==> src/verilog/cci_regs.vh <==
// Register map, field positions, reset values and event indices of the
// interrupt routing block. Definitions only.
`ifndef CCI_REGS_VH
`define CCI_REGS_VH

// Register byte offsets (enable offset shared with its page)
`define CCI_OFS_ENABLE_LO 8'h44
`define CCI_OFS_ENABLE_HI 8'h45
`define CCI_OFS_LINE_LO 8'h48
`define CCI_OFS_LINE_HI 8'h49

// Reset values and write masks
`define CCI_ENABLE_RST 16'h0000
`define CCI_LINE_RST 16'h3940
`define CCI_ENABLE_WMASK 16'hf7ff
`define CCI_LINE_WMASK 16'h3fff

// Enable bit positions
`define CCI_EN_CH0_RISE 0
`define CCI_EN_CH0_FALL 1
`define CCI_EN_CH1_RISE 2
`define CCI_EN_CH1_FALL 3
`define CCI_EN_CH2_RISE 4
`define CCI_EN_CH2_FALL 5
`define CCI_EN_ONE_MATCH 6
`define CCI_EN_A_PERIOD 7
`define CCI_EN_B_COMPARE 8
`define CCI_EN_B_PERIOD 9
`define CCI_EN_TRAP 10
`define CCI_EN_RESERVED 11
`define CCI_EN_HALL_OK 12
`define CCI_EN_WRONG_HALL 13
`define CCI_EN_AUTO_IDLE 14
`define CCI_EN_SHADOW 15

// Line select field low positions (each field two bits wide)
`define CCI_SEL_CH0 0
`define CCI_SEL_CH1 2
`define CCI_SEL_CH2 4
`define CCI_SEL_HALL_OK 6
`define CCI_SEL_ERROR 8
`define CCI_SEL_TIMER_A 10
`define CCI_SEL_TIMER_B 12

// Event count and service line count
`define CCI_NUM_EVENTS 16
`define CCI_NUM_LINES 4

`endif

==> src/verilog/cci_irq_routing.v <==
// Interrupt enable and service line routing for a three-channel
// capture/compare timer unit, with suspend, disable and run control.
// Assumes an 8-bit peripheral register port on the peripheral clock and
// one-cycle flag-set pulses from the timer kernel on the same clock.
// The system levels may change at any time relative to the clock.
//
// Function
// - One-match enable bit 6 gates timer A one-match onto its pointer's line.
// - Channel 2 fall/rise enables bits 5/4 gate events to channel 2 line.
// - Channel 1 fall/rise enables bits 3/2 gate events to channel 1 line.
// - Channel 0 fall/rise enables bits 1/0 gate events to channel 0 line.
// - Enable register resets to zero; no interrupt until software enables.
// - Two-bit pointer codes 00..11 select lines 0..3; only enabled events.
// - Bits 13:12 route timer B compare and period events.
// - Bits 11:10 route timer A one-match and period events.
// - Bits 9:8 route trap and wrong hall events.
// - Bits 7:6 route correct hall and shadow transfer events.
// - Channel pointers: ch2 bits 5:4, ch1 bits 3:2, ch0 bits 1:0.
// - Pointer bits 15:14 ignore writes and read zero.
// - Pointer register resets to 3940 hex.
// - Service lines carry pulses; sources sharing a line are ORed.
// - Kernel runs on the peripheral clock at its frequency.
// - Debug suspend stops flagged timers, forces passive outputs, freezes inputs.
// - Disable request stops timers, passive outputs, freezes inputs, gates clock.
// - Both timer hardware run inputs come from the second timer status.
// - Registers reached over an 8-bit bus with clock gating and decode.
// - Upper enable bits hold shadow, idle, hall, trap, timer events; bit 11 reserved.
`timescale 1ns/1ns
`include "cci_regs.vh"
module cci_irq_routing #(
    parameter LINES = 4,
    parameter EVENTS = 16
) (
    input wire clk,
    input wire reset_n,
    input wire clk_en,
    // 8-bit peripheral register port
    input wire [7:0] bus_addr,
    input wire [7:0] bus_wdata,
    input wire bus_write,
    input wire bus_read,
    output reg [7:0] bus_rdata_ff,
    output wire bus_hit,
    // Flag set conditions from the kernel, one-cycle pulses
    input wire ch0_rise_set,
    input wire ch0_fall_set,
    input wire ch1_rise_set,
    input wire ch1_fall_set,
    input wire ch2_rise_set,
    input wire ch2_fall_set,
    input wire timer_a_one_match_flag,
    input wire timer_a_period_flag,
    input wire timer_b_compare_flag,
    input wire timer_b_period_flag,
    input wire trap_flag,
    input wire correct_hall_flag,
    input wire wrong_hall_flag,
    input wire shadow_transfer_flag,
    // System control and debug (asynchronous levels)
    input wire debug_suspend,
    input wire timer_a_suspend_en,
    input wire timer_b_suspend_en,
    input wire unit_disable_req,
    input wire second_timer_status,
    // Service lines and kernel control
    output reg [LINES-1:0] service_lines_ff,
    output wire timer_a_hw_run,
    output wire timer_b_hw_run,
    output wire timer_a_stop,
    output wire timer_b_stop,
    output wire outputs_passive,
    output wire inputs_frozen,
    output wire auto_idle_en,
    output wire kernel_clk_en
);
    // ==========================================
    // Map and timing summary
    // Enable register: low byte at 0x44, high byte at 0x45. Line select
    // register: low byte at 0x48, high byte at 0x49. Bytes are written and
    // read on their own, so a 16-bit update is not atomic: an event that
    // falls between the two byte writes is routed by a half-new pointer.
    // A flag-set pulse seen at edge N with its enable set gives a one-cycle
    // pulse on the chosen service line after edge N; the line is low again
    // after edge N+1 unless another enabled event came in that cycle.
    // System levels take two edges through the synchroniser before suspend,
    // disable or the hardware run outputs react to them.
    // Limitation: the clock enable does not stall the synchroniser, so a level
    // that changes while the enable is low is still seen two edges later.

    // ==========================================
    // Registers
    reg [15:0] irq_enable_ff;
    reg [15:0] irq_line_select_ff;
    reg [1:0] gate_seq_ff;
    wire [4:0] sys_sync;
    wire dbg_s, susp_a_s, susp_b_s, dis_s, run_s;
    wire [EVENTS-1:0] flags;
    wire [EVENTS-1:0] hit;
    // One request vector per event group, seven groups in all
    wire [LINES-1:0] grp_req [0:6];
    wire [LINES-1:0] nxt_service_lines;
    wire susp_a, susp_b;
    wire wr_ok;
    reg [7:0] nxt_rdata;
    // Writable bits per register; reserved bits stay zero whatever is written
    wire [15:0] enable_wmask;
    wire [15:0] line_wmask;

    // ==========================================
    // System levels pass a two-stage synchroniser
    // The five levels are independent, so a one-cycle skew between them
    // after synchronising is harmless; they share one chain to save code.
    cci_sync2 #(.WIDTH(5)) u_sync (
        .clk(clk),
        .reset_n(reset_n),
        .async_in({debug_suspend, timer_a_suspend_en, timer_b_suspend_en, unit_disable_req, second_timer_status}),
        .sync_out(sys_sync)
    );
    assign dbg_s = sys_sync[4];
    assign susp_a_s = sys_sync[3];
    assign susp_b_s = sys_sync[2];
    assign dis_s = sys_sync[1];
    assign run_s = sys_sync[0];

    // ==========================================
    // Suspend and disable control
    // A debug suspend holds only a timer whose suspend bit is set; a disable
    // request holds both whatever the suspend bits say. Freezing the inputs
    // while either timer is held keeps a half-frozen kernel from firing.
    assign susp_a = (dbg_s & susp_a_s) | dis_s;
    assign susp_b = (dbg_s & susp_b_s) | dis_s;
    assign timer_a_stop = susp_a;
    assign timer_b_stop = susp_b;
    // Trap-enabled outputs go passive while either timer is held
    assign outputs_passive = susp_a | susp_b;
    assign inputs_frozen = susp_a | susp_b;
    // Hardware run for both timers from the second timer status
    assign timer_a_hw_run = run_s;
    assign timer_b_hw_run = run_s;
    assign auto_idle_en = irq_enable_ff[`CCI_EN_AUTO_IDLE];

    // Disable sequence: stop and freeze first, gate kernel clock two cycles
    // later so the freeze has settled before the clock dies.
    // The bus side keeps its clock, so the registers stay reachable and a
    // cleared request restarts the kernel without a reset.
    always @(posedge clk or negedge reset_n) begin
        if (!reset_n) begin
            gate_seq_ff <= 2'h0;
        end else if (clk_en) begin
            gate_seq_ff <= dis_s ? {gate_seq_ff[0], 1'b1} : 2'h0;
        end
    end
    // Kernel clock is the peripheral clock unless gated off
    assign kernel_clk_en = clk_en & ~gate_seq_ff[1];

    // ==========================================
    // Register decode; the bus interface keeps working while kernel gated
    assign bus_hit = (bus_addr == `CCI_OFS_ENABLE_LO) | (bus_addr == `CCI_OFS_ENABLE_HI) |
                     (bus_addr == `CCI_OFS_LINE_LO) | (bus_addr == `CCI_OFS_LINE_HI);
    assign wr_ok = bus_write & clk_en;
    assign enable_wmask = `CCI_ENABLE_WMASK;
    assign line_wmask = `CCI_LINE_WMASK;

    // Writes need the clock enable; an unmapped address changes nothing,
    // and reserved bits are masked so they always read back as zero.
    always @(posedge clk or negedge reset_n) begin
        if (!reset_n) begin
            irq_enable_ff <= `CCI_ENABLE_RST;
            irq_line_select_ff <= `CCI_LINE_RST;
        end else if (wr_ok) begin
            case (bus_addr)
                `CCI_OFS_ENABLE_LO: begin
                    irq_enable_ff[7:0] <= bus_wdata;
                end
                `CCI_OFS_ENABLE_HI: begin
                    irq_enable_ff[15:8] <= bus_wdata & enable_wmask[15:8];
                end
                `CCI_OFS_LINE_LO: begin
                    irq_line_select_ff[7:0] <= bus_wdata;
                end
                `CCI_OFS_LINE_HI: begin
                    irq_line_select_ff[15:8] <= bus_wdata & line_wmask[15:8];
                end
                default: begin
                    irq_enable_ff <= irq_enable_ff;
                end
            endcase
        end
    end

    // Read mux; unmapped addresses read zero
    // Reserved bits read zero because the write masks never let them set
    always @* begin
        case (bus_addr)
            `CCI_OFS_ENABLE_LO: nxt_rdata = irq_enable_ff[7:0];
            `CCI_OFS_ENABLE_HI: nxt_rdata = irq_enable_ff[15:8];
            `CCI_OFS_LINE_LO: nxt_rdata = irq_line_select_ff[7:0];
            `CCI_OFS_LINE_HI: nxt_rdata = irq_line_select_ff[15:8];
            default: nxt_rdata = 8'h00;
        endcase
    end

    // Read data is registered and holds until the next read, so the master
    // may take it at any edge after the read edge.
    always @(posedge clk or negedge reset_n) begin
        if (!reset_n) begin
            bus_rdata_ff <= 8'h00;
        end else if (clk_en & bus_read) begin
            bus_rdata_ff <= nxt_rdata;
        end
    end

    // ==========================================
    // Event gating by enable bits; position equals enable bit index
    // Pack each set condition at the index of its enable bit; the idle control
    // and reserved positions are tied low so they can never raise a line.
    assign flags[`CCI_EN_CH0_RISE] = ch0_rise_set;
    assign flags[`CCI_EN_CH0_FALL] = ch0_fall_set;
    assign flags[`CCI_EN_CH1_RISE] = ch1_rise_set;
    assign flags[`CCI_EN_CH1_FALL] = ch1_fall_set;
    assign flags[`CCI_EN_CH2_RISE] = ch2_rise_set;
    assign flags[`CCI_EN_CH2_FALL] = ch2_fall_set;
    assign flags[`CCI_EN_ONE_MATCH] = timer_a_one_match_flag;
    assign flags[`CCI_EN_A_PERIOD] = timer_a_period_flag;
    assign flags[`CCI_EN_B_COMPARE] = timer_b_compare_flag;
    assign flags[`CCI_EN_B_PERIOD] = timer_b_period_flag;
    assign flags[`CCI_EN_TRAP] = trap_flag;
    assign flags[`CCI_EN_RESERVED] = 1'b0;
    assign flags[`CCI_EN_HALL_OK] = correct_hall_flag;
    assign flags[`CCI_EN_WRONG_HALL] = wrong_hall_flag;
    assign flags[`CCI_EN_AUTO_IDLE] = 1'b0;
    assign flags[`CCI_EN_SHADOW] = shadow_transfer_flag;
    // Frozen inputs raise no events; bit 14 is idle control, bit 11 reserved
    assign hit = flags & irq_enable_ff & {EVENTS{~inputs_frozen}};

    // ==========================================
    // Group routing through the line pointers
    // Channel 0 rising and falling events share one pointer
    cci_line_route #(.LINES(LINES)) u_ch0 (
        .event_hit(hit[`CCI_EN_CH0_RISE] | hit[`CCI_EN_CH0_FALL]),
        .line_sel(irq_line_select_ff[`CCI_SEL_CH0+1:`CCI_SEL_CH0]),
        .line_req(grp_req[0])
    );

    // Channel 1 rising and falling events share one pointer
    cci_line_route #(.LINES(LINES)) u_ch1 (
        .event_hit(hit[`CCI_EN_CH1_RISE] | hit[`CCI_EN_CH1_FALL]),
        .line_sel(irq_line_select_ff[`CCI_SEL_CH1+1:`CCI_SEL_CH1]),
        .line_req(grp_req[1])
    );

    // Channel 2 rising and falling events share one pointer
    cci_line_route #(.LINES(LINES)) u_ch2 (
        .event_hit(hit[`CCI_EN_CH2_RISE] | hit[`CCI_EN_CH2_FALL]),
        .line_sel(irq_line_select_ff[`CCI_SEL_CH2+1:`CCI_SEL_CH2]),
        .line_req(grp_req[2])
    );

    // Correct hall and shadow transfer share the hall pointer
    cci_line_route #(.LINES(LINES)) u_hall (
        .event_hit(hit[`CCI_EN_HALL_OK] | hit[`CCI_EN_SHADOW]),
        .line_sel(irq_line_select_ff[`CCI_SEL_HALL_OK+1:`CCI_SEL_HALL_OK]),
        .line_req(grp_req[3])
    );

    // Trap and wrong hall share the error pointer
    cci_line_route #(.LINES(LINES)) u_err (
        .event_hit(hit[`CCI_EN_TRAP] | hit[`CCI_EN_WRONG_HALL]),
        .line_sel(irq_line_select_ff[`CCI_SEL_ERROR+1:`CCI_SEL_ERROR]),
        .line_req(grp_req[4])
    );

    // Timer A one-match and period-match share the timer A pointer
    cci_line_route #(.LINES(LINES)) u_ta (
        .event_hit(hit[`CCI_EN_ONE_MATCH] | hit[`CCI_EN_A_PERIOD]),
        .line_sel(irq_line_select_ff[`CCI_SEL_TIMER_A+1:`CCI_SEL_TIMER_A]),
        .line_req(grp_req[5])
    );

    // Timer B compare-match and period-match share the timer B pointer
    cci_line_route #(.LINES(LINES)) u_tb (
        .event_hit(hit[`CCI_EN_B_COMPARE] | hit[`CCI_EN_B_PERIOD]),
        .line_sel(irq_line_select_ff[`CCI_SEL_TIMER_B+1:`CCI_SEL_TIMER_B]),
        .line_req(grp_req[6])
    );

    // Shared lines OR every group aimed at them
    assign nxt_service_lines = grp_req[0] | grp_req[1] | grp_req[2] | grp_req[3] |
                               grp_req[4] | grp_req[5] | grp_req[6];

    // ==========================================
    // One-cycle pulse registered the cycle after the event; a gated kernel
    // emits nothing, so stale pulses cannot survive a clock stop.
    // Pulses are not stretched: the interrupt node must sample on this same
    // clock, or it may miss a request. A low clock enable holds the line as is.
    always @(posedge clk or negedge reset_n) begin
        if (!reset_n) begin
            service_lines_ff <= {LINES{1'b0}};
        end else if (clk_en) begin
            service_lines_ff <= kernel_clk_en ? nxt_service_lines : {LINES{1'b0}};
        end
    end
endmodule // cci_irq_routing

==> src/verilog/cci_sync2.v <==
// Two flip-flop synchroniser for a bus of levels.
// Assumes inputs come from another clock domain or a pin.
`timescale 1ns/1ns
module cci_sync2 #(
    parameter WIDTH = 1
) (
    input wire clk,
    input wire reset_n,
    input wire [WIDTH-1:0] async_in,
    output wire [WIDTH-1:0] sync_out
);
    reg [WIDTH-1:0] meta_ff;
    reg [WIDTH-1:0] stable_ff;

    // ==========================================
    // Synchroniser chain; first stage feeds only the second
    always @(posedge clk or negedge reset_n) begin
        if (!reset_n) begin
            meta_ff <= {WIDTH{1'b0}};
            stable_ff <= {WIDTH{1'b0}};
        end else begin
            meta_ff <= async_in;
            stable_ff <= meta_ff;
        end
    end

    assign sync_out = stable_ff;
endmodule // cci_sync2

==> src/verilog/cci_line_route.v <==
// Steers one event group onto one of four service lines.
// Assumes event and selector come from the same clock domain.
`timescale 1ns/1ns
module cci_line_route #(
    parameter LINES = 4
) (
    input wire event_hit,
    input wire [1:0] line_sel,
    output reg [LINES-1:0] line_req
);
    integer i;

    // ==========================================
    // Decode the pointer; only the chosen line sees the hit
    always @* begin
        line_req = {LINES{1'b0}};
        for (i = 0; i < LINES; i = i + 1) begin
            if (line_sel == i[1:0]) begin
                line_req[i] = event_hit;
            end
        end
    end
endmodule // cci_line_route

==> config.mk <==
export PLATFORM = sky130hd
export DESIGN_NAME = cci_irq_routing
export DESIGN_NICKNAME = d
export VERILOG_FILES = /design/src/verilog/cci_irq_routing.v /design/src/verilog/cci_sync2.v /design/src/verilog/cci_line_route.v
export VERILOG_INCLUDE_DIRS = /design/src /design/src/verilog
export SDC_FILE = /design/constraint.sdc
export NUM_CORES = 1
export LEC_CHECK = 0
export ABC_AREA = 1
export BUFFER_PORTS_ARGS = -buffer_cell sky130_fd_sc_hd__buf_4
export CORE_ASPECT_RATIO = 1.1
export CORE_MARGIN = 5
export CORE_UTILIZATION = 35
export DETAILED_ROUTE_END_ITERATION = 8
export PLACE_DENSITY_LB_ADDON = 0.12
export SKIP_LAST_GASP = 1
export SLEW_MARGIN = 20
export SYNTH_ARGS = -nofsm -noshare
export SYNTH_HDL_FRONTEND = slang
export SYNTH_HIERARCHICAL = 1
export SYNTH_SLANG_ARGS = --single-unit
==> constraint.sdc <==
create_clock -name clk -period 4.3 [get_ports clk]
set_input_delay 0.215 -clock clk [delete_from_list [all_inputs] [get_ports clk]]
set_output_delay 0.215 -clock clk [all_outputs]
set_load 0.05 [all_outputs]
==> impl_metrics.ini <==
[power]
vdd_ir_drop_max_uv = 170
post-layout-total-power_mw = 1.01
internal_power_mw = 0.736
power.static_leakage_nw = 1.86
share_clk_of_total_power_pct = 36.1
power_per_cell_area_mw_per_mm2 = 291
power.switching_fraction_pct = 26.8
p_switching_mw = 0.270
seq_power_share_pct = 52.3
power_share_of_the_combinational_group_pct = 11.7

[routing]
detail_route.wirelength_um = 7580
wire_length_on_met1_um = 3550
routed-via-count = 2478
wl_met2_um = 3650
antenna_left = 0
drcViolationCount = 0
drt_pass1_iterations = 5
highest-signal-layer = met4
detail_route.iter0.violations = 129
wl_per_cell_um = 14.2
met3_length_um = 285
drt-vias-per-instance = 4.65

[synth]
synth.cell_area_mm2 = 0.00277
syn-instance-count = 360
synthesis.nets = 400
post_synth_num_cell_types = 23
postSynthRegisterBits = 53
synth.yosys.warnings = 6
post_synth.cell_area_avg_um2 = 7.69
synth_sequential_area_ratio_pct = 48.1

[floorplan]
fp.dieArea_mm2 = 0.00979
pin_count = 61
die_width_um = 94.8
start_util_pct = 35.4
core.rowCount = 34
floorplan.die.height_um = 103
placeableCoreArea_mm2 = 0.00783

[clock_network]
max-clock-path-buffers = 2
post_cts_buffers = 0
cts_num_sinks = 53
post_cts_resized = 0
root_buffer = sky130_fd_sc_hd__clkbuf_8
cts.reportedPaths.clkPinSlew_ns = 0.11
cts_tree = built
cts_htree_levels = 2
cts_inserted_buffers = 5
insertion_delay_ns = 0.31

[cells_and_area]
drive_gt1_share_pct = 22.6
nets = 464
final_common_cell = sky130_fd_sc_hd__nand2_1
mostFrequentLayoutCells = sky130_fd_sc_hd__nand2_1, sky130_fd_sc_hd__buf_4, sky130_fd_sc_hd__dfrtp_1
layout-area-overhead-vs-synth_pct = 24.9
antenna_cells = 0

[critical_path]
most_common_cell_on_crit_path = sky130_fd_sc_hd__nand2_1
critical_path.startpoint_type = flip-flop
cp_max_fo = 9
path_class = flip-flop to flip-flop
crit_path_max_incr_delay_ns = 0.52
crit_path_cell_trace = inv_1, o21ai_1, a21oi_1, nand2_1, nor2_1, nor3_1, nand2_1, o31ai_1, nand2_1
crit_required_ns = 4.51
cp.arrival_ns = 2.11
setup.worst_path.end_class = flip-flop
cpMaxStageDelayCell = sky130_fd_sc_hd__o21ai_1

[sta]
rsz0062_at_grt = no
min_period_ns = 1.91
setup_tns_ns = 0
worst_pin_slew_ns = 0.743
final.setup_skew_ns = 0.00922
final.period_utilization_pct = 44.3
report.final.slew_viol_count = 0
clock.fmax_mhz = 525
setup_viol = 0
fin_hold_viols = 0
slew-limit-headroom_pct = 50.3

[min_path]
class_of_the_tightest_hold_or_removal_check = input port to flip-flop

[global_route]
first_pass_grt_wire_length_um = 12500
antenna_violations_before_repair = 0
grt_remaining_overflow = 0
grt_start_max_net_pins = 54
globalRouteTotalUtil_pct = 16.7
via_count_of_the_first_global_routing_pass = 2406

[placement]
hpwl_um = 5660
placement.io_buffers = 60
place_congestion = 0.912

[flow_run]
max_cap_viol_count = 0

[status]
status = complete, no violations
## stage by stage
step | utilization (%) | setup WS, ns | area, um^2 | hold slack (ns) | instances
3_3_place_gp | 41.9 | 2.46 | 3280 | 0.297 | 519
6_report | 44.1 | 2.39 | 3460 | 0.109 | 533
3_5_place_dp | 41.9 | 2.41 | 3280 | 0.299 | 519
2_1_floorplan | - | 2.09 | 2770 | -0.0806 | 360
5_1_grt | 44.1 | 2.18 | 3460 | 0.110 | 533
4_1_cts | 44.1 | 2.38 | 3460 | 0.106 | 533
## registers in the layout (all words and copies together) (netlist names)
register	count
u_sync/sync_out	5
u_sync/meta_ff	5
irq_enable_ff	15
gate_seq_ff	2
bus_rdata_ff	8
irq_line_select_ff	14
service_lines_ff	4
## worst max-delay path, delay by kind of cell, from the launching register on
family | cells | cell delay [ns]
compound gates | 3 | 0.85
buf+inv | 1 | 0.05
flops | 1 | 0.36
simple gates | 5 | 0.54
## synthesized netlist by cell type
cell type	instances	area [um^2]
sky130_fd_sc_hd__nor2_1	33	124
sky130_fd_sc_hd__buf_6	3	33.8
sky130_fd_sc_hd__inv_1	24	90.1
sky130_fd_sc_hd__o21ai_1	35	175
sky130_fd_sc_hd__dfstp_2	5	131
sky130_fd_sc_hd__nand2_2	6	37.5
sky130_fd_sc_hd__nand2_1	134	503
sky130_fd_sc_hd__nor3_1	4	20.0
sky130_fd_sc_hd__nand2_4	4	45.0
sky130_fd_sc_hd__nand4_1	1	6.26
sky130_fd_sc_hd__a21oi_1	8	40.0
sky130_fd_sc_hd__nand3_1	29	145
sky130_fd_sc_hd__o31ai_1	4	30.0
sky130_fd_sc_hd__clkbuf_1	2	7.51
sky130_fd_sc_hd__nor2_8	1	20.0
sky130_fd_sc_hd__o21ai_0	2	10.0
sky130_fd_sc_hd__buf_8	1	15.0
sky130_fd_sc_hd__inv_2	4	15.0
sky130_fd_sc_hd__o21bai_1	1	7.51
sky130_fd_sc_hd__dfrtp_1	48	1200
sky130_fd_sc_hd__buf_4	2	15.0
sky130_fd_sc_hd__nor2_4	8	90.1
sky130_fd_sc_hd__buf_2	1	5.00
## repair_timing
action                     4_1_cts  5_1_grt
hold buffers                     6        0
hold endpoints to repair        53        0
setup endpoints to repair        0        0
## cells by family (layout without fill, tap and decap cells)
group / Yosys count / in the layout / share of synthesized area, %
AO/OA/AOI/OAI: 50 / 50 / 9.49
buffers and inverters: 37 / 102 / 6.55
flip-flops: 53 / 53 / 48.1
AND/OR/NAND/NOR: 220 / 220 / 35.8
## layer usage
layer	vias up	global-route usage, %
li1	1270	-
met1	1141	23.5
met5	-	0
met2	59	27.0
met3	8	2.53
met4	0	4.55
## final cells by class
type	instances	area, um^2
Fill cell	859	4370
Timing Repair Buffer	66	510
Inverter	28	105
Multi-Input combinational cell	270	1250
Clock inverter	3	50.0
Tap cell	108	135
Clock buffer	5	68.8
Sequential cell	53	1330
## power by group through the flow
stage | Combinational, mW | Sequential, mW | Clock (mW)
after detailed placement | 0.115 | 0.535 | 0
after global routing | 0.129 | 0.528 | 0.397
after CTS | 0.119 | 0.525 | 0.374
after global placement | 0.114 | 0.535 | 0
after floorplan | 0.0540 | 0.535 | 0
final | 0.117 | 0.525 | 0.363
## path summary, 6_finish.rpt
path	start	end	slack [ns]	cells past startpoint
min in group asynchronous	reset_n	u_sync/meta_ff[4]$_DFF_PN0_	0.46	2
worst min register to register	u_sync/meta_ff[4]$_DFF_PN0_	u_sync/sync_out[4]$_DFF_PN0_	0.36	0
worst max register to register	u_sync/sync_out[4]$_DFF_PN0_	service_lines_ff[3]$_DFFE_PN0P_	2.39	9
worst min-delay path	bus_wdata[3]	irq_line_select_ff[11]$_DFFE_PN1P_	0.11	3
max in group asynchronous	reset_n	irq_enable_ff[2]$_DFFE_PN0P_	3.38	2
worst max-delay path	u_sync/sync_out[4]$_DFF_PN0_	service_lines_ff[3]$_DFFE_PN0P_	2.39	9
Note: power is estimated with default switching activity, not from simulation.
